$ cat src/rmb_cfg.svh
// constants of the radio modem link parameter bank
`ifndef RMB_CFG_SVH
`define RMB_CFG_SVH
// command codes
`define RMB_CMD_WAKE_IDLE    8'h03
`define RMB_CMD_SOFT_FLOW    8'h07
`define RMB_CMD_WAKE_DUR     8'h0C
`define RMB_CMD_GOOD_CNT     8'h10
`define RMB_CMD_HOP_CHAN     8'h11
`define RMB_CMD_FLOW_THR     8'h24
`define RMB_CMD_VENDOR_ID    8'h27
`define RMB_CMD_CIPHER_KEY   8'h3C
`define RMB_CMD_FORCE_SYNC   8'h3E
`define RMB_CMD_HW_VERSION   8'h7E
// reset values and limits
`define RMB_RST_WAKE_IDLE    16'hFFFF
`define RMB_WAKE_IDLE_OFF    16'hFFFF
`define RMB_RST_SOFT_FLOW    1'b0
`define RMB_RST_WAKE_DUR     8'h01
`define RMB_RST_GOOD_CNT     16'h0000
`define RMB_GOOD_CNT_MAX     16'hFFFF
`define RMB_RST_HOP_CHAN     4'h0
`define RMB_HOP_CHAN_MAX     4'h9
`define RMB_RST_FORCE_SYNC   16'h0000
`define RMB_RX_BUF_SIZE      12'h800
`define RMB_FLOW_MARGIN      12'h011
`define RMB_VID_USER_MIN     16'h0011
`define RMB_VID_USER_MAX     16'h7FFF
// flow characters
`define RMB_XON_CHAR         8'h11
`define RMB_XOFF_CHAR        8'h13
// key sizes in hex digits, IV size in bytes
`define RMB_KEY_DIGITS_FULL  7'h40
`define RMB_KEY_DIGITS_INTL  7'h20
`define RMB_IV_BYTES         8'h10
// timing
`define RMB_CLK_HZ           20000000
`define RMB_TICK_MS          10
`define RMB_LONG_TICK_MS     100
`define RMB_WAKE_DET_MS      35
`define RMB_TICK_CYC         ((`RMB_CLK_HZ / 1000) * `RMB_TICK_MS)
`define RMB_LONG_DIV         (`RMB_LONG_TICK_MS / `RMB_TICK_MS)
`define RMB_WAKE_DET_CYC     ((`RMB_CLK_HZ / 1000) * `RMB_WAKE_DET_MS)
`endif

$ cat src/rmb_pkg.sv
// types of the radio modem link parameter bank
package rmb_pkg;
   typedef enum logic [0:0] {
      FLW_RUN   = 1'b0,
      FLW_PAUSE = 1'b1
   } rmb_flow_e;
   typedef enum logic [0:0] {
      WK_IDLE = 1'b0,
      WK_SEND = 1'b1
   } rmb_wake_e;
   typedef logic [15:0] rmb_word_t;
endpackage : rmb_pkg

$ cat src/rmb_param_bank.sv
// radio modem link parameter bank: flow control, sync, counters, filters, key, wake-up
//
// Notes on behaviour
// - one-bit software flow enable, reset disabled.
// - resume character 0x11, pause character 0x13.
// - general output one acts as clear-to-send; host sends only while permitted.
// - at threshold fill, drop clear-to-send, or send pause when software flow on.
// - threshold 0 to buffer size minus 0x11, that is the default, two bytes.
// - only first packet of a stream carries the full initializer.
// - nonzero forced sync time, 10 ms units, periodically forces full initializer.
// - buffer drained and radio paused forces full initializer next transmission.
// - writable volatile good packet counter, zero at reset, two bytes.
// - good packet counter saturates at 0xFFFF until written or reset.
// - sleep states never clear the good packet counter.
// - hop channel 0 to 9, default 0; only equal channels exchange data.
// - idle time in 100 ms before wake-up initializer; 0xFFFF disables.
// - cyclic sleeper wakes each interval; on initializer stays awake.
// - 16-bit vendor id filter; user values 0x11 to 0x7FFF only.
// - 256-bit key, write only, zero disables encryption.
// - encrypted payload in CBC, CRC over ciphertext, 16-byte IV appended.
// - key accepts zero or full 64 hex digits, else error.
// - international variant uses a 128-bit key, same behaviour.
// - wake-up initializer lasts 0 to 0xFF units of 100 ms, default 1.
// - sleeper stays awake only after about 35 ms of continuous initializer.
`timescale 1ns/1ps
`default_nettype none
`include "rmb_cfg.svh"

module rmb_param_bank
   import rmb_pkg::*;
#(
   parameter int TICK_CYC     = `RMB_TICK_CYC,
   parameter int WAKE_DET_CYC = `RMB_WAKE_DET_CYC,
   parameter logic [15:0] HW_VERSION = 16'h0A5C, // arbitrary value
   parameter logic [15:0] VENDOR_RST = 16'h1234  // arbitrary value
) (
   // clock and reset
   input  wire logic          i_sys_clk,
   input  wire logic          i_arst_n,
   // command port
   input  wire logic          i_cmd_valid,
   input  wire logic          i_cmd_write,
   input  wire logic [7:0]    i_cmd_code,
   input  wire logic [15:0]   i_cmd_wdata,
   input  wire logic [255:0]  i_key_wdata,
   input  wire logic [6:0]    i_key_digits,
   input  wire logic          i_intl_variant,
   output logic               o_rsp_valid,
   output logic               o_rsp_error,
   output logic [15:0]        o_rsp_data,
   output logic [1:0]         o_rsp_nbytes,
   // host serial flow control
   input  wire logic [11:0]   i_rx_fill,
   input  wire logic          i_host_tx_ready,
   output logic               o_general_output_one_n,
   output logic               o_host_tx_valid,
   output logic [7:0]         o_host_tx_char,
   // radio transmit side
   input  wire logic          i_tx_pkt_start,
   input  wire logic          i_radio_tx_busy,
   input  wire logic          i_stream_active,
   input  wire logic          i_serial_activity,
   input  wire logic          i_radio_activity,
   output logic               o_tx_full_init,
   output logic               o_wake_init_tx,
   // radio receive side
   input  wire logic          i_rx_hdr_valid,
   input  wire logic [3:0]    i_rx_hop_channel,
   input  wire logic [15:0]   i_rx_vendor_id,
   input  wire logic          i_good_pkt,
   output logic               o_rx_accept,
   output logic [3:0]         o_hop_channel,
   // cyclic sleep receive
   input  wire logic          i_cyclic_sleep,
   input  wire logic          i_sleep_interval_tick,
   input  wire logic          i_wake_init_detect,
   input  wire logic          i_rx_done,
   output logic               o_rx_listen,
   output logic               o_stay_awake,
   // cipher engine
   output logic               o_encrypt_en,
   output logic [255:0]       o_cipher_key,
   output logic [7:0]         o_iv_bytes
);

   // =========================================================
   // command decode
   localparam logic [11:0] THR_MAX = `RMB_RX_BUF_SIZE - `RMB_FLOW_MARGIN;

   logic [15:0]  wake_idle_time_reg;
   logic         soft_flow_enable_reg;
   logic [7:0]   wake_init_duration_reg;
   logic [15:0]  good_packet_count_reg;
   logic [3:0]   hop_channel_reg;
   logic [11:0]  flow_threshold_reg;
   logic [15:0]  vendor_filter_id_reg;
   logic [255:0] cipher_key_reg;
   logic [15:0]  forced_sync_time_reg;

   wire wr = i_cmd_valid & i_cmd_write;
   wire hit_idle = (i_cmd_code == `RMB_CMD_WAKE_IDLE);
   wire hit_flow = (i_cmd_code == `RMB_CMD_SOFT_FLOW);
   wire hit_dur  = (i_cmd_code == `RMB_CMD_WAKE_DUR);
   wire hit_good = (i_cmd_code == `RMB_CMD_GOOD_CNT);
   wire hit_hop  = (i_cmd_code == `RMB_CMD_HOP_CHAN);
   wire hit_thr  = (i_cmd_code == `RMB_CMD_FLOW_THR);
   wire hit_vid  = (i_cmd_code == `RMB_CMD_VENDOR_ID);
   wire hit_key  = (i_cmd_code == `RMB_CMD_CIPHER_KEY);
   wire hit_fs   = (i_cmd_code == `RMB_CMD_FORCE_SYNC);
   wire hit_hv   = (i_cmd_code == `RMB_CMD_HW_VERSION);
   wire hit_any  = hit_idle | hit_flow | hit_dur | hit_good | hit_hop
                 | hit_thr | hit_vid | hit_key | hit_fs | hit_hv;

   wire ok_flow = (i_cmd_wdata[15:1] == 15'h0000);
   wire ok_dur  = (i_cmd_wdata[15:8] == 8'h00);
   wire ok_hop  = (i_cmd_wdata <= {12'h000, `RMB_HOP_CHAN_MAX});
   wire ok_thr  = (i_cmd_wdata <= {4'h0, THR_MAX});
   wire ok_vid  = (i_cmd_wdata >= `RMB_VID_USER_MIN) &&
                  (i_cmd_wdata <= `RMB_VID_USER_MAX);
   wire [6:0] key_full = i_intl_variant ? `RMB_KEY_DIGITS_INTL
                                        : `RMB_KEY_DIGITS_FULL;
   wire key_zero = (i_key_wdata == 256'h0);
   wire key_fits = i_intl_variant ? (i_key_wdata[255:128] == 128'h0) : 1'b1;
   wire ok_key   = (i_key_digits != 7'h00) &&
                   (key_zero || ((i_key_digits == key_full) && key_fits));

   wire wr_err = ~hit_any | hit_hv
               | (hit_flow & ~ok_flow) | (hit_dur & ~ok_dur)
               | (hit_hop & ~ok_hop) | (hit_thr & ~ok_thr)
               | (hit_vid & ~ok_vid) | (hit_key & ~ok_key);
   wire rd_err = ~hit_any | hit_key;
   wire cmd_err = i_cmd_write ? wr_err : rd_err;
   wire do_wr = wr & ~wr_err;

   wire [15:0] rd_data =
        hit_idle ? wake_idle_time_reg :
        hit_flow ? {15'h0000, soft_flow_enable_reg} :
        hit_dur  ? {8'h00, wake_init_duration_reg} :
        hit_good ? good_packet_count_reg :
        hit_hop  ? {12'h000, hop_channel_reg} :
        hit_thr  ? {4'h0, flow_threshold_reg} :
        hit_vid  ? vendor_filter_id_reg :
        hit_fs   ? forced_sync_time_reg :
        hit_hv   ? HW_VERSION : 16'h0000;
   // two-byte answers for the wide parameters
   wire two_b = hit_idle | hit_good | hit_thr | hit_vid | hit_fs | hit_hv | hit_key;
   wire [1:0] rd_nb = cmd_err ? 2'h0 : (two_b ? 2'h2 : 2'h1);

   // =========================================================
   // response
   always_ff @(posedge i_sys_clk or negedge i_arst_n) begin
      if (!i_arst_n) begin
         o_rsp_valid  <= 1'b0;
         o_rsp_error  <= 1'b0;
         o_rsp_data   <= 16'h0000;
         o_rsp_nbytes <= 2'h0;
      end else begin
         o_rsp_valid  <= i_cmd_valid;
         o_rsp_error  <= i_cmd_valid & cmd_err;
         o_rsp_data   <= (i_cmd_valid & ~i_cmd_write & ~cmd_err) ? rd_data : 16'h0000;
         o_rsp_nbytes <= (i_cmd_valid & ~i_cmd_write) ? rd_nb : 2'h0;
      end
   end

   // =========================================================
   // parameter registers
   always_ff @(posedge i_sys_clk or negedge i_arst_n) begin
      if (!i_arst_n) begin
         wake_idle_time_reg     <= `RMB_RST_WAKE_IDLE;
         soft_flow_enable_reg   <= `RMB_RST_SOFT_FLOW;
         wake_init_duration_reg <= `RMB_RST_WAKE_DUR;
         hop_channel_reg        <= `RMB_RST_HOP_CHAN;
         flow_threshold_reg     <= THR_MAX;
         vendor_filter_id_reg   <= VENDOR_RST;
         cipher_key_reg         <= 256'h0;
         forced_sync_time_reg   <= `RMB_RST_FORCE_SYNC;
      end else if (do_wr) begin
         if (hit_idle) wake_idle_time_reg     <= i_cmd_wdata;
         if (hit_flow) soft_flow_enable_reg   <= i_cmd_wdata[0];
         if (hit_dur)  wake_init_duration_reg <= i_cmd_wdata[7:0];
         if (hit_hop)  hop_channel_reg        <= i_cmd_wdata[3:0];
         if (hit_thr)  flow_threshold_reg     <= i_cmd_wdata[11:0];
         if (hit_vid)  vendor_filter_id_reg   <= i_cmd_wdata;
         if (hit_key)  cipher_key_reg         <= i_key_wdata;
         if (hit_fs)   forced_sync_time_reg   <= i_cmd_wdata;
      end
   end

   // good packet counter, write wins, saturating
   wire [15:0] good_next = (good_packet_count_reg == `RMB_GOOD_CNT_MAX) ?
                           good_packet_count_reg : good_packet_count_reg + 16'h0001;
   always_ff @(posedge i_sys_clk or negedge i_arst_n) begin
      if (!i_arst_n)            good_packet_count_reg <= `RMB_RST_GOOD_CNT;
      else if (do_wr & hit_good) good_packet_count_reg <= i_cmd_wdata;
      else if (i_good_pkt)      good_packet_count_reg <= good_next;
   end

   // =========================================================
   // time base: 10 ms tick and 100 ms tick
   logic [31:0] tick_cnt_reg;
   logic [3:0]  long_cnt_reg;
   wire tick10  = (tick_cnt_reg == 32'(TICK_CYC - 1));
   wire tick100 = tick10 & (long_cnt_reg == 4'(`RMB_LONG_DIV - 1));
   always_ff @(posedge i_sys_clk or negedge i_arst_n) begin
      if (!i_arst_n) begin
         tick_cnt_reg <= 32'h0;
         long_cnt_reg <= 4'h0;
      end else begin
         tick_cnt_reg <= tick10 ? 32'h0 : tick_cnt_reg + 32'h1;
         if (tick100)     long_cnt_reg <= 4'h0;
         else if (tick10) long_cnt_reg <= long_cnt_reg + 4'h1;
      end
   end

   // =========================================================
   // host flow control
   rmb_flow_e flow_reg;
   wire at_thr = (i_rx_fill >= flow_threshold_reg);
   // pause when high, resume once below
   wire send_xoff = soft_flow_enable_reg & (flow_reg == FLW_RUN) & at_thr & i_host_tx_ready;
   wire send_xon  = (flow_reg == FLW_PAUSE) & ~at_thr & i_host_tx_ready;
   always_ff @(posedge i_sys_clk or negedge i_arst_n) begin
      if (!i_arst_n) begin
         flow_reg               <= FLW_RUN;
         o_host_tx_valid        <= 1'b0;
         o_host_tx_char         <= 8'h00;
         o_general_output_one_n <= 1'b0;
      end else begin
         if (send_xoff)     flow_reg <= FLW_PAUSE;
         else if (send_xon) flow_reg <= FLW_RUN;
         o_host_tx_valid <= send_xoff | send_xon;
         o_host_tx_char  <= send_xoff ? `RMB_XOFF_CHAR :
                            send_xon  ? `RMB_XON_CHAR  : 8'h00;
         // clear-to-send drops only with software flow off
         o_general_output_one_n <= at_thr & ~soft_flow_enable_reg;
      end
   end

   // =========================================================
   // full initializer scheduling
   logic [15:0] fs_cnt_reg;
   wire fs_hit = (forced_sync_time_reg != 16'h0000) & i_stream_active & tick10 &
                 (fs_cnt_reg >= forced_sync_time_reg - 16'h0001);
   wire gap_set = (i_rx_fill == 12'h000) & ~i_radio_tx_busy & ~i_tx_pkt_start;
   always_ff @(posedge i_sys_clk or negedge i_arst_n) begin
      if (!i_arst_n) begin
         fs_cnt_reg     <= 16'h0000;
         o_tx_full_init <= 1'b1;
      end else begin
         if (fs_hit | ~i_stream_active) fs_cnt_reg <= 16'h0000;
         else if (tick10)               fs_cnt_reg <= fs_cnt_reg + 16'h0001;
         // cleared by a packet, set wins over the clear
         if (fs_hit | gap_set)    o_tx_full_init <= 1'b1;
         else if (i_tx_pkt_start) o_tx_full_init <= 1'b0;
      end
   end

   // =========================================================
   // wake-up initializer on transmit
   rmb_wake_e   wake_reg;
   logic [15:0] idle_cnt_reg;
   logic [7:0]  dur_cnt_reg;
   wire activity = i_serial_activity | i_radio_activity;
   // idle time elapsed and not disabled
   wire wake_due = (wake_idle_time_reg != `RMB_WAKE_IDLE_OFF) &
                   (idle_cnt_reg >= wake_idle_time_reg);
   // send for the configured duration, zero means none
   wire wake_go  = (wake_reg == WK_IDLE) & i_tx_pkt_start & wake_due &
                   (wake_init_duration_reg != 8'h00);
   wire wake_end = (wake_reg == WK_SEND) & tick100 &
                   (dur_cnt_reg == wake_init_duration_reg - 8'h01);
   always_ff @(posedge i_sys_clk or negedge i_arst_n) begin
      if (!i_arst_n) begin
         idle_cnt_reg <= 16'h0000;
      end else if (activity) begin
         idle_cnt_reg <= 16'h0000;
      end else if (tick100 && idle_cnt_reg != 16'hFFFF) begin
         idle_cnt_reg <= idle_cnt_reg + 16'h0001;
      end
   end
   always_ff @(posedge i_sys_clk or negedge i_arst_n) begin
      if (!i_arst_n) begin
         wake_reg       <= WK_IDLE;
         dur_cnt_reg    <= 8'h00;
         o_wake_init_tx <= 1'b0;
      end else begin
         unique case (wake_reg)
            WK_IDLE: begin
               dur_cnt_reg <= 8'h00;
               if (wake_go) wake_reg <= WK_SEND;
            end
            WK_SEND: begin
               if (wake_end)     wake_reg    <= WK_IDLE;
               else if (tick100) dur_cnt_reg <= dur_cnt_reg + 8'h01;
            end
         endcase
         o_wake_init_tx <= wake_go | ((wake_reg == WK_SEND) & ~wake_end);
      end
   end

   // =========================================================
   // cyclic sleep receive: listen each interval, stay on 35 ms of initializer
   logic [31:0] det_cnt_reg;
   wire det_done = (det_cnt_reg == 32'(WAKE_DET_CYC - 1));
   always_ff @(posedge i_sys_clk or negedge i_arst_n) begin
      if (!i_arst_n) begin
         det_cnt_reg  <= 32'h0;
         o_rx_listen  <= 1'b0;
         o_stay_awake <= 1'b0;
      end else begin
         if (!i_wake_init_detect || !o_rx_listen) det_cnt_reg <= 32'h0;
         else if (!det_done)                      det_cnt_reg <= det_cnt_reg + 32'h1;
         // wake once per interval, keep listening while detected
         if (i_cyclic_sleep & i_sleep_interval_tick) o_rx_listen <= 1'b1;
         else if (!i_wake_init_detect & !o_stay_awake) o_rx_listen <= 1'b0;
         if (o_rx_listen & i_wake_init_detect & det_done) o_stay_awake <= 1'b1;
         else if (i_rx_done | ~i_cyclic_sleep)            o_stay_awake <= 1'b0;
      end
   end

   // =========================================================
   // receive filters and cipher outputs
   always_ff @(posedge i_sys_clk or negedge i_arst_n) begin
      if (!i_arst_n) begin
         o_rx_accept   <= 1'b0;
         o_hop_channel <= `RMB_RST_HOP_CHAN;
         o_encrypt_en  <= 1'b0;
         o_cipher_key  <= 256'h0;
         o_iv_bytes    <= 8'h00;
      end else begin
         // accept only matching channel and vendor id
         o_rx_accept   <= i_rx_hdr_valid & (i_rx_hop_channel == hop_channel_reg) &
                          (i_rx_vendor_id == vendor_filter_id_reg);
         o_hop_channel <= hop_channel_reg;
         // nonzero key enables CBC with appended IV
         o_encrypt_en  <= (cipher_key_reg != 256'h0);
         o_cipher_key  <= cipher_key_reg;
         o_iv_bytes    <= (cipher_key_reg != 256'h0) ? `RMB_IV_BYTES : 8'h00;
      end
   end
endmodule : rmb_param_bank
`default_nettype wire

$ cat config.mk
export PLATFORM = sky130hd
export DESIGN_NAME = rmb_param_bank
export DESIGN_NICKNAME = d
export VERILOG_FILES = /design/src/rmb_pkg.sv /design/src/rmb_param_bank.sv
export VERILOG_INCLUDE_DIRS = /design/src
export SDC_FILE = /design/constraint.sdc
export NUM_CORES = 1
export LEC_CHECK = 0
export BUFFER_PORTS_ARGS = -buffer_cell sky130_fd_sc_hd__buf_4
export CORE_AREA = 3 3 250 252
export DETAILED_ROUTE_END_ITERATION = 10
export DIE_AREA = 0 0 253 255
export PLACE_DENSITY = 0.82
export REMOVE_ABC_BUFFERS = 1
export SETUP_SLACK_MARGIN = 0.02
export SYNTH_ARGS = -nofsm -noshare
export SYNTH_HDL_FRONTEND = slang
export SYNTH_SLANG_ARGS = --single-unit
export TNS_END_PERCENT = 100
$ cat constraint.sdc
create_clock -name i_sys_clk -period 9.7 [get_ports i_sys_clk]
set_input_delay 0.97 -clock i_sys_clk [delete_from_list [all_inputs] [get_ports i_sys_clk]]
set_output_delay 0.97 -clock i_sys_clk [all_outputs]
set_load 0.1 [all_outputs]
* After elaboration in Yosys (flattened, before gate mapping)
Cells that the tools add are included.
Storage, ports and cells: flip-flop bits (word level) 753, input port bits 336, output and inout port bits 304, logic and storage cells 239
Cells by class: add/sub/neg operators 9, order comparisons 7, equal/unequal tests 24, mux-type cells 45, bitwise logic cells 85, reductions and logical operators 36
Operators by type and width (number):
- zero test 256 bit | 1
- 2-to-1 mux 16 bit | 16
- nonzero test 256 bit | 1
- zero test 128 bit | 1
- 2-to-1 mux 32 bit | 3
- adder 32 x 1 -> 32 bit, second input constant | 2
- adder 16 x 1 -> 16 bit, second input constant | 3
- bitwise AND 1 bit | 37
- equality test 32 x 18 -> 1 bit, second input constant | 1
- equality test 32 x 20 -> 1 bit, second input constant | 1
- equality test 8 x 6 -> 1 bit, second input constant | 4
- >= comparator 16 bit | 2
- != test 16 bit, second input constant | 2
- bitwise OR 1 bit | 29
- AND reduction 2 bit | 10
- inverter 1 bit | 19
- equality test 16 bit | 1
- equality test 16 bit, second input constant | 1
- equality test 8 x 5 -> 1 bit, second input constant | 2
- >= comparator 16 x 5 -> 1 bit, second input constant | 1
- <= comparator 16 x 11 -> 1 bit, second input constant | 1
- <= comparator 16 x 15 -> 1 bit, second input constant | 1
- <= comparator 16 x 4 -> 1 bit, second input constant | 1
- 2-to-1 mux 8 bit | 2
- 33 further kinds | 64

* Longest topological paths before layout
Gate-level depths: netlist of run 1.
depth after elaboration 23, depth in mapped cells 16, depth with buffers taken out 15

* Worst setup path after synthesis of run 1
Ideal clock, no wire load.
path kind input-to-reg, start point input port i_cmd_code[1], end point register cipher_key_reg[0], setup time 0.125 ns, arrival 3.224 ns, data required time 9.575 ns, path slack 6.351 ns, stages on the path 11, buffers on the path 5, cell sequence buf_6 -> or4_1 -> buf_2 -> nor4_4 -> nor2b_1 -> nor4_2 -> buf_6 -> nand4_4 -> buf_12 -> buf_12 -> mux2_4
Between the ends: longest elaborated chain between the ends 21, elaborated cells on any way between the ends 36, classes of those cells 10 x eq/ne; 25 x bitwise; 1 x reduce/logical
RTL lines:
- start, declared | RTL line rmb_param_bank.sv:43 | input wire logic [7:0] i_cmd_code,
- equality test 8 x 2 -> 1 bit (no line) or equality test 8 x 3 -> 1 bit (tied branches)
- bitwise OR 1 bit (4 in series) | RTL line rmb_param_bank.sv:111 | wire hit_any = hit_idle | hit_flow | hit_dur | hit_good | hit_hop
- bitwise OR 1 bit (5 in series) | RTL line rmb_param_bank.sv:112 | | hit_thr | hit_vid | hit_key | hit_fs | hit_hv;
- inverter 1 bit | RTL line rmb_param_bank.sv:127 | wire wr_err = ~hit_any | hit_hv
- bitwise OR 1 bit | RTL line rmb_param_bank.sv:127
- bitwise OR 1 bit (2 in series) | RTL line rmb_param_bank.sv:128 | | (hit_flow & ~ok_flow) | (hit_dur & ~ok_dur)
- bitwise OR 1 bit (2 in series) | RTL line rmb_param_bank.sv:129 | | (hit_hop & ~ok_hop) | (hit_thr & ~ok_thr)
- bitwise OR 1 bit (2 in series) | RTL line rmb_param_bank.sv:130 | | (hit_vid & ~ok_vid) | (hit_key & ~ok_key);
- inverter 1 bit | RTL line rmb_param_bank.sv:133 | wire do_wr = wr & ~wr_err;
- bitwise AND 1 bit | RTL line rmb_param_bank.sv:133
- AND reduction 2 bit (no line) (*)
- end signal, assigned | RTL line rmb_param_bank.sv:184 | if (hit_key) cipher_key_reg <= i_key_wdata;
- end, declared | RTL line rmb_param_bank.sv:97 | logic [255:0] cipher_key_reg;
Mark *: on every way between the ends. The rest lies on a longest branch, timed or not. A chain may end at the register's enable or synchronous reset.

* Worst setup path in the final report of run 1
start point input port i_key_wdata[35], end point register cipher_key_reg[28]
Between the ends: longest elaborated chain between the ends 9
RTL lines:
- start, declared | RTL line rmb_param_bank.sv:45 | input wire logic [255:0] i_key_wdata,
- zero test 256 bit | RTL line rmb_param_bank.sv:122 | wire key_zero = (i_key_wdata == 256'h0);
- logical OR 1 bit | RTL line rmb_param_bank.sv:125 | (key_zero || ((i_key_digits == key_full) && key_fits));
- logical AND 1 bit | RTL line rmb_param_bank.sv:124 | wire ok_key = (i_key_digits != 7'h00) &&
- inverter 1 bit | RTL line rmb_param_bank.sv:130
- bitwise AND 1 bit | RTL line rmb_param_bank.sv:130
- bitwise OR 1 bit | RTL line rmb_param_bank.sv:130
- inverter 1 bit | RTL line rmb_param_bank.sv:133
- bitwise AND 1 bit | RTL line rmb_param_bank.sv:133
- AND reduction 2 bit (no line)
No other way between the ends.

==> results of run 1 <==
-- layout make-up --
class                      instances  area (µm²)
clock inverter                    33         537
clock buffer                     107        2200
tap                              782         978
sequential                       744       18700
timing repair buffer             645        4900
multi-input combinational       1389       11600
antenna                           16        40.0
fill                            4254       21300
inverter                          50         188
-- cell families (layout without fill, tap and decap cells) --
| group | count (synthesis) | in the layout | synth area share, % |
|---|---|---|---|
| muxes | 341 | 341 | 15.1 |
| DFF | 744 | 744 | 59.7 |
| and+or+nand+nor | 677 | 677 | 12.1 |
| buffers and inverters | 141 | 835 | 3.42 |
| other | 1 | 28 | 0.0120 |
| xor gates and xnor gates | 143 | 143 | 4.01 |
| adders and majority gates | 55 | 55 | 2.20 |
| AOI/OAI and AO/OA | 161 | 161 | 3.42 |
-- routing by layer --
metal	up-vias	wire length, µm	share of wire, %	GRT usage, %
met1	11393	38100	39	37.7
met5	-	13	0.013	0
met4	2	5820	5.9	16.1
met3	307	7530	7.6	6.55
li1	9474	-	-	-
met2	1164	47300	48	49.2
-- placed cells by master (no fill, tap or decap), types with 10 or more instances in the layout --
| cell type | n |
|---|---|
| sky130_fd_sc_hd__a21oi_1 | 41 |
| sky130_fd_sc_hd__a31oi_1 | 13 |
| sky130_fd_sc_hd__and3_1 | 23 |
| sky130_fd_sc_hd__and4_1 | 10 |
| sky130_fd_sc_hd__buf_4 | 639 |
| sky130_fd_sc_hd__bufinv_16 | 11 |
| sky130_fd_sc_hd__clkbuf_1 | 13 |
| sky130_fd_sc_hd__clkbuf_16 | 76 |
| sky130_fd_sc_hd__clkbuf_8 | 18 |
| sky130_fd_sc_hd__conb_1 | 12 |
| sky130_fd_sc_hd__dfrtp_1 | 711 |
| sky130_fd_sc_hd__dfstp_2 | 33 |
| sky130_fd_sc_hd__diode_2 | 16 |
| sky130_fd_sc_hd__ha_1 | 55 |
| sky130_fd_sc_hd__inv_1 | 50 |
| sky130_fd_sc_hd__mux2_2 | 82 |
| sky130_fd_sc_hd__mux2_4 | 240 |
| sky130_fd_sc_hd__mux2i_1 | 11 |
| sky130_fd_sc_hd__nand2_1 | 91 |
| sky130_fd_sc_hd__nand2b_1 | 13 |
| sky130_fd_sc_hd__nand3_1 | 55 |
| sky130_fd_sc_hd__nand4_1 | 78 |
| sky130_fd_sc_hd__nor2_1 | 130 |
| sky130_fd_sc_hd__nor2b_1 | 11 |
| sky130_fd_sc_hd__nor3_1 | 23 |
| sky130_fd_sc_hd__nor4_1 | 166 |
| sky130_fd_sc_hd__o21ai_0 | 33 |
| sky130_fd_sc_hd__or3_1 | 12 |
| sky130_fd_sc_hd__xnor2_1 | 68 |
| sky130_fd_sc_hd__xor2_1 | 75 |
-- metrics by stage --
step           power [mW]  hold slack, ns  worst slack, ns
2_1_floorplan        3.77           0.369             1.57
3_3_place_gp         4.13           0.379             4.04
3_5_place_dp         4.15           0.389             4.06
4_1_cts              7.30           0.399             4.66
5_1_grt              7.48           0.412             4.16
6_report             7.28           0.394             4.32
-- final timing paths --
path | start | to | slack, ns | depth (start not counted)
worst min-delay path | cipher_key_reg[223]$_DFFE_PN0P_ | o_cipher_key[223]$_DFF_PN0_ | 0.39 | 0
worst max register to register | forced_sync_time_reg[2]$_DFFE_PN0P_ | fs_cnt_reg[8]$_DFFE_PN0P_ | 5.52 | 13
min in group asynchronous | i_arst_n | o_cipher_key[133]$_DFF_PN0_ | 0.42 | 1
worst min register to register | cipher_key_reg[223]$_DFFE_PN0P_ | o_cipher_key[223]$_DFF_PN0_ | 0.39 | 0
max in group asynchronous | i_arst_n | o_cipher_key[175]$_DFF_PN0_ | 6.97 | 3
worst max-delay path | i_key_wdata[35] | cipher_key_reg[28]$_DFFE_PN0P_ | 4.32 | 10
-- where the power goes --
group / internal [mW] / leakage (nW) / switching [mW]
Combinational: 0.268 / 8.53 / 0.548
Clock: 1.89 / 1.32 / 1.28
Sequential: 3.20 / 10.2 / 0.0967
-- worst max-delay path, delay by kind of cell --
family                 cells  cell delay [ns]
AO/OA/AOI/OAI              2             0.50
buffers and inverters      3             1.04
multiplexers               1             0.51
AND/OR/NAND/NOR            4             2.50
==> results.cfg, run 1 <==
[sta]
report.final.setup_viol = 0
timing_max_transition_violations_final = 0
setup_total_negative_slack_ns = 0
worst-slew-pin-transition_ns = 1.22
finClkSkew_ns = 0.0230
final_period_minus_worst_setup_slack_ns = 5.38
min_period_over_period_pct = 55.4
maxSlewHeadroom_pct = 17.5
max_clock_freq_mhz = 186
unrepaired_setup_endpoints_after_global_routing = false
final_hold_viol_count = 0

[placement]
port-buffer-count = 627
placedInstanceArea_um2 = 36300
dpl.cell_count = 3610
post-dp-hpwl_um = 72400
place_congestion = 0.957

[cts]
clock_tree.htree_level_count = 3
ctsLongestPathBuffers = 3
cts.hold.buffers_added = 0
cts_setup_buffers = 0
clk_latency_ns = 0.62
cts.reportedPaths.clkPinSlew_ns = 0.07
cts_repair_resize_count = 0
cts_root_buf = sky130_fd_sc_hd__clkbuf_16
cts_tree = done
cts_inserted_buffers = 76
tritoncts_num_sinks = 744

[floorplan]
die_height_um = 255
coreArea_um2 = 60400
boundary_pins = 640
floorplan.rows = 90
chipWidth_um = 253
dieArea_um2 = 64500
floorplan.initialDensity_pct = 51.8

[critical_path]
critical-path-top-cell-by-count = sky130_fd_sc_hd__buf_4
cpPeakStageDelay_ns = 1.01
critPathMaxFanout = 132
cp_data_required_time_ns = 10.19
cp-end-kind = flip-flop
cp_cell_sequence = buf_4 > nor4_1 > nand4_1 > nor4_2 > a32oi_1 > o21ai_0 > nand4_4 > buf_4 > buf_12 > mux2_4
critPathSlowestCell = sky130_fd_sc_hd__nor4_2
timing.setup.critical_path_class = in2reg
worstSetupStartpointType = input port
critical_path_arrival_ns = 5.87

[pwr]
p_per_area_nw_per_um2 = 186
power_leakage_nw = 20.0
vdd_ir_drop_max_mv = 0.227

[synth]
synthFlopType = sky130_fd_sc_hd__dfrtp_1
synthDistinctLibCells = 82
syn-instance-count = 2263
synth.cell_area_um2 = 31200
synth_enable_flop_cells = 0
ys_seq_elements = 744
synth.cells.most_frequent = sky130_fd_sc_hd__dfrtp_1 (711), sky130_fd_sc_hd__mux2_4 (240), sky130_fd_sc_hd__nor4_1 (170)
synth_top_area_share_pct = 56.9
leading_cell_type_by_number_of_instances_after_synthesis = sky130_fd_sc_hd__dfrtp_1
synth.area.top_cells = sky130_fd_sc_hd__dfrtp_1 (57%), sky130_fd_sc_hd__mux2_4 (12%), sky130_fd_sc_hd__nor4_1 (3.4%)
async_flop_share_pct = 100
synth_seq_area_share_pct = 59.7
synth_warnings = 0
syn_avg_cell_area_um2 = 13.8
synth_largest_area_cell = sky130_fd_sc_hd__dfrtp_1

[cells_and_area]
layout-drive-gt1-share_pct = 38.9
area_growth_syn_to_layout_pct = 25.1
design.final.nets = 3297
layout.core_utilization_pct = 64.8
stdcell_count = 3766
final_area_um2 = 39100

[grt]
grt_antenna_before_repair = 11
first_global_vias = 22871
grt_start_max_net_pins = 179
grt-ovfl-total = 0
grt_first_pass_wirelength_um = 145000
gr-usage-all-layers_pct = 30.0

[detailed_routing]
vias = 22340
drt_pass_1_iters = 6
routed_via_density = 5.93
detailedRoute.firstIterationViolations = 1864
routed_wire_length_per_instance_um = 26.2
route.detailed.drc = 0
routed_wl_um = 98800
antenna_violating_nets_post_route = 0

[worst_hold_path]
hp-class = reg2reg

[run_status]
status = finished clean

[flow_run]
maxcap_violations = 0
(Power assumes the default switching activity.)
==> run 2: changes to the inputs <==
==> constraint.sdc (replaced) <==
create_clock -name i_sys_clk -period 5.5 [get_ports i_sys_clk]
set_input_delay 0.55 -clock i_sys_clk [delete_from_list [all_inputs] [get_ports i_sys_clk]]
set_output_delay 0.55 -clock i_sys_clk [all_outputs]
set_load 0.1 [all_outputs]
==> run 2 against run 1 <==
  * The run now ends with negative hold slack left
  * Die area is the same
  * Via count shrank 0.73%
  * Routed wire length shrank 0.88%
  * Non-clock buffer count grew 8
  * Critical endpoint is now fs_cnt_reg[10]$_DFFE_PN0P_
  * Largest cell class unchanged
  * Largest power group unchanged
==> results.cfg, run 2 (synthesis gave the netlist of run 1 again) <==
[floorplan]
die_height_um = 255
floorplan.initialDensity_pct = 51.8
dieArea_um2 = 64500
coreArea_um2 = 60400
boundary_pins = 640
floorplan.rows = 90
chipWidth_um = 253

[run_status]
status = finished with violations
violations = negative hold slack

[sta]
min_period_over_period_pct = 73.0
final_hold_viol_count = 1
worst-slew-pin-transition_ns = 1.37
setup_total_negative_slack_ns = 0
report.final.setup_viol = 0
finClkSkew_ns = 0.0339
timing_max_transition_violations_final = 0
fin_hold_ws_ns = -0.00272
unrepaired_setup_endpoints_after_global_routing = false
final_period_minus_worst_setup_slack_ns = 4.02
maxSlewHeadroom_pct = 7.56
max_clock_freq_mhz = 249

[grt]
grt-ovfl-total = 0
grtUsageMet3_pct = 7.81
grt_start_max_net_pins = 167
grt_antenna_before_repair = 10
grt-busiest-layer = met2
first_global_vias = 23095
global_route.usage.met1_pct = 36.7
grt_first_pass_wirelength_um = 145000
groute.layer.met2.usage_pct = 48.2
gr-usage-all-layers_pct = 30.0

[critical_path]
cp-end-kind = flip-flop
critical_path.top_delay_family = simple AND/OR/NAND/NOR gates
cp_data_required_time_ns = 5.95
critical_path_arrival_ns = 4.47
timing.critical_path.buf_inv = 0
cpPeakStageDelay_ns = 0.86
worstSetupStartpointType = flip-flop
timing.setup.critical_path_class = reg2reg
critPathSlowestCell = sky130_fd_sc_hd__o21ai_1
critPathMaxFanout = 16
cp_cell_sequence = or3_1 > nor3_1 > nor3b_1 > and2_1 > nand2_1 > xor2_1 > ha_1 > nand4_1 > nor2_1 > a21oi_1 > o211ai_1 > a21oi_1 > o21ai_1 > nor2_1

[cells_and_area]
layout-drive-gt1-share_pct = 38.6
area_growth_syn_to_layout_pct = 24.8
design.final.nets = 3307
final_common_cell = sky130_fd_sc_hd__dfrtp_1
filler_cell_count = 4305
most-common-layout-cells = sky130_fd_sc_hd__dfrtp_1 (711), sky130_fd_sc_hd__buf_4 (644), sky130_fd_sc_hd__mux2_4 (240)
multi_input_comb_area_um2 = 11600
layout.core_utilization_pct = 64.6
final-seq-area_um2 = 18700

[pwr]
vdd_ir_drop_max_mv = 0.279
switching_power_mw = 3.39
power.switching_fraction_pct = 27.1
p_per_area_nw_per_um2 = 321
clock_power_share_pct = 42.1
power.combinational.fraction_pct = 11.5
internal_power_mw = 9.13
seq_power_share_pct = 46.4
power_leakage_nw = 20.0

[cts]
cts_root_buf = sky130_fd_sc_hd__clkbuf_16
cts.hold.buffers_added = 0
cts_inserted_buffers = 78
cts_repair_resize_count = 0
cts_setup_buffers = 0
cts_tree = done
tritoncts_num_sinks = 744
cts.reportedPaths.clkPinSlew_ns = 0.06
ctsLongestPathBuffers = 3
clock_tree.htree_level_count = 3
clk_latency_ns = 0.64

[detailed_routing]
detailedRoute.firstIterationViolations = 1588
antenna_violating_nets_post_route = 0
routed_wl_um = 97900
routed_wire_length_per_instance_um = 26.0
route.detailed.drc = 0
routed_via_density = 5.89
vias = 22178
drt_pass_1_iters = 5

[placement]
port-buffer-count = 627
place_congestion = 0.970
post-dp-hpwl_um = 72500

[flow_run]
maxcap_violations = 0

[worst_hold_path]
hp-class = in2async
[run 2: path summary, 6_finish.rpt]
| path | slack (ns) | startpoint | end | cells after the start |
|---|---|---|---|---|
| max | 1.48 | forced_sync_time_reg[2]$_DFFE_PN0P_ | fs_cnt_reg[10]$_DFFE_PN0P_ | 14 |
| min | -0.003 | i_arst_n | o_cipher_key[134]$_DFF_PN0_ | 1 |
| max reg2reg | 1.48 | forced_sync_time_reg[2]$_DFFE_PN0P_ | fs_cnt_reg[10]$_DFFE_PN0P_ | 14 |
| min reg2reg | 0.38 | cipher_key_reg[88]$_DFFE_PN0P_ | o_cipher_key[88]$_DFF_PN0_ | 0 |
| max in group asynchronous | 4.05 | i_arst_n | o_cipher_key[40]$_DFF_PN0_ | 2 |
| min in group i_sys_clk | 0.13 | i_host_tx_ready | flow_reg$_DFFE_PN0P_ | 2 |
[run 2: through the flow]
step,power (mW),instances,cell area [µm²],worst slack [ns]
6_report,12.5,3767,39000,1.48
5_1_grt,12.9,3767,39000,1.11
4_1_cts,12.6,3757,39000,1.45
3_5_place_dp,7.33,3618,36400,1.30
3_3_place_gp,7.29,3618,36400,1.27
2_1_floorplan,6.64,2183,30400,-2.21
[run 2: final cells by class]
cell class | count | area share, %
clock inverter | 24 | 0.885
sequential | 744 | 47.8
timing repair buffer | 653 | 12.8
clock buffer | 115 | 5.67
inverter | 50 | 0.481
multi-input combinational | 1389 | 29.7
tap | 782 | 2.51
antenna | 10 | 0.0642
[run 2: power groups by stage]
stage | Clock [mW] | Combinational (mW) | Sequential, mW
after global routing | 5.54 | 1.52 | 5.83
after CTS | 5.32 | 1.44 | 5.80
final | 5.26 | 1.44 | 5.81
after floorplan | 0 | 0.389 | 6.25
after detailed placement | 0 | 1.43 | 5.90
after global placement | 0 | 1.40 | 5.89
[run 2: worst reg2reg max path: cells and delay by family, from the launching register on]
kind	cells	cell delay [ns]
XOR/XNOR	1	0.15
flip-flops	1	0.42
AO/OA/AOI/OAI	4	1.13
adder cells (fa/ha/maj)	1	0.30
AND/OR/NAND/NOR	8	1.83
[run 2: per-layer routing]
| layer | vias to the layer above | wire length, µm |
|---|---|---|
| met1 | 11328 | 37700 |
| met4 | 2 | 6780 |
| li1 | 9503 | - |
| met2 | 1027 | 45800 |
| met3 | 318 | 7690 |
| met5 | - | 9 |
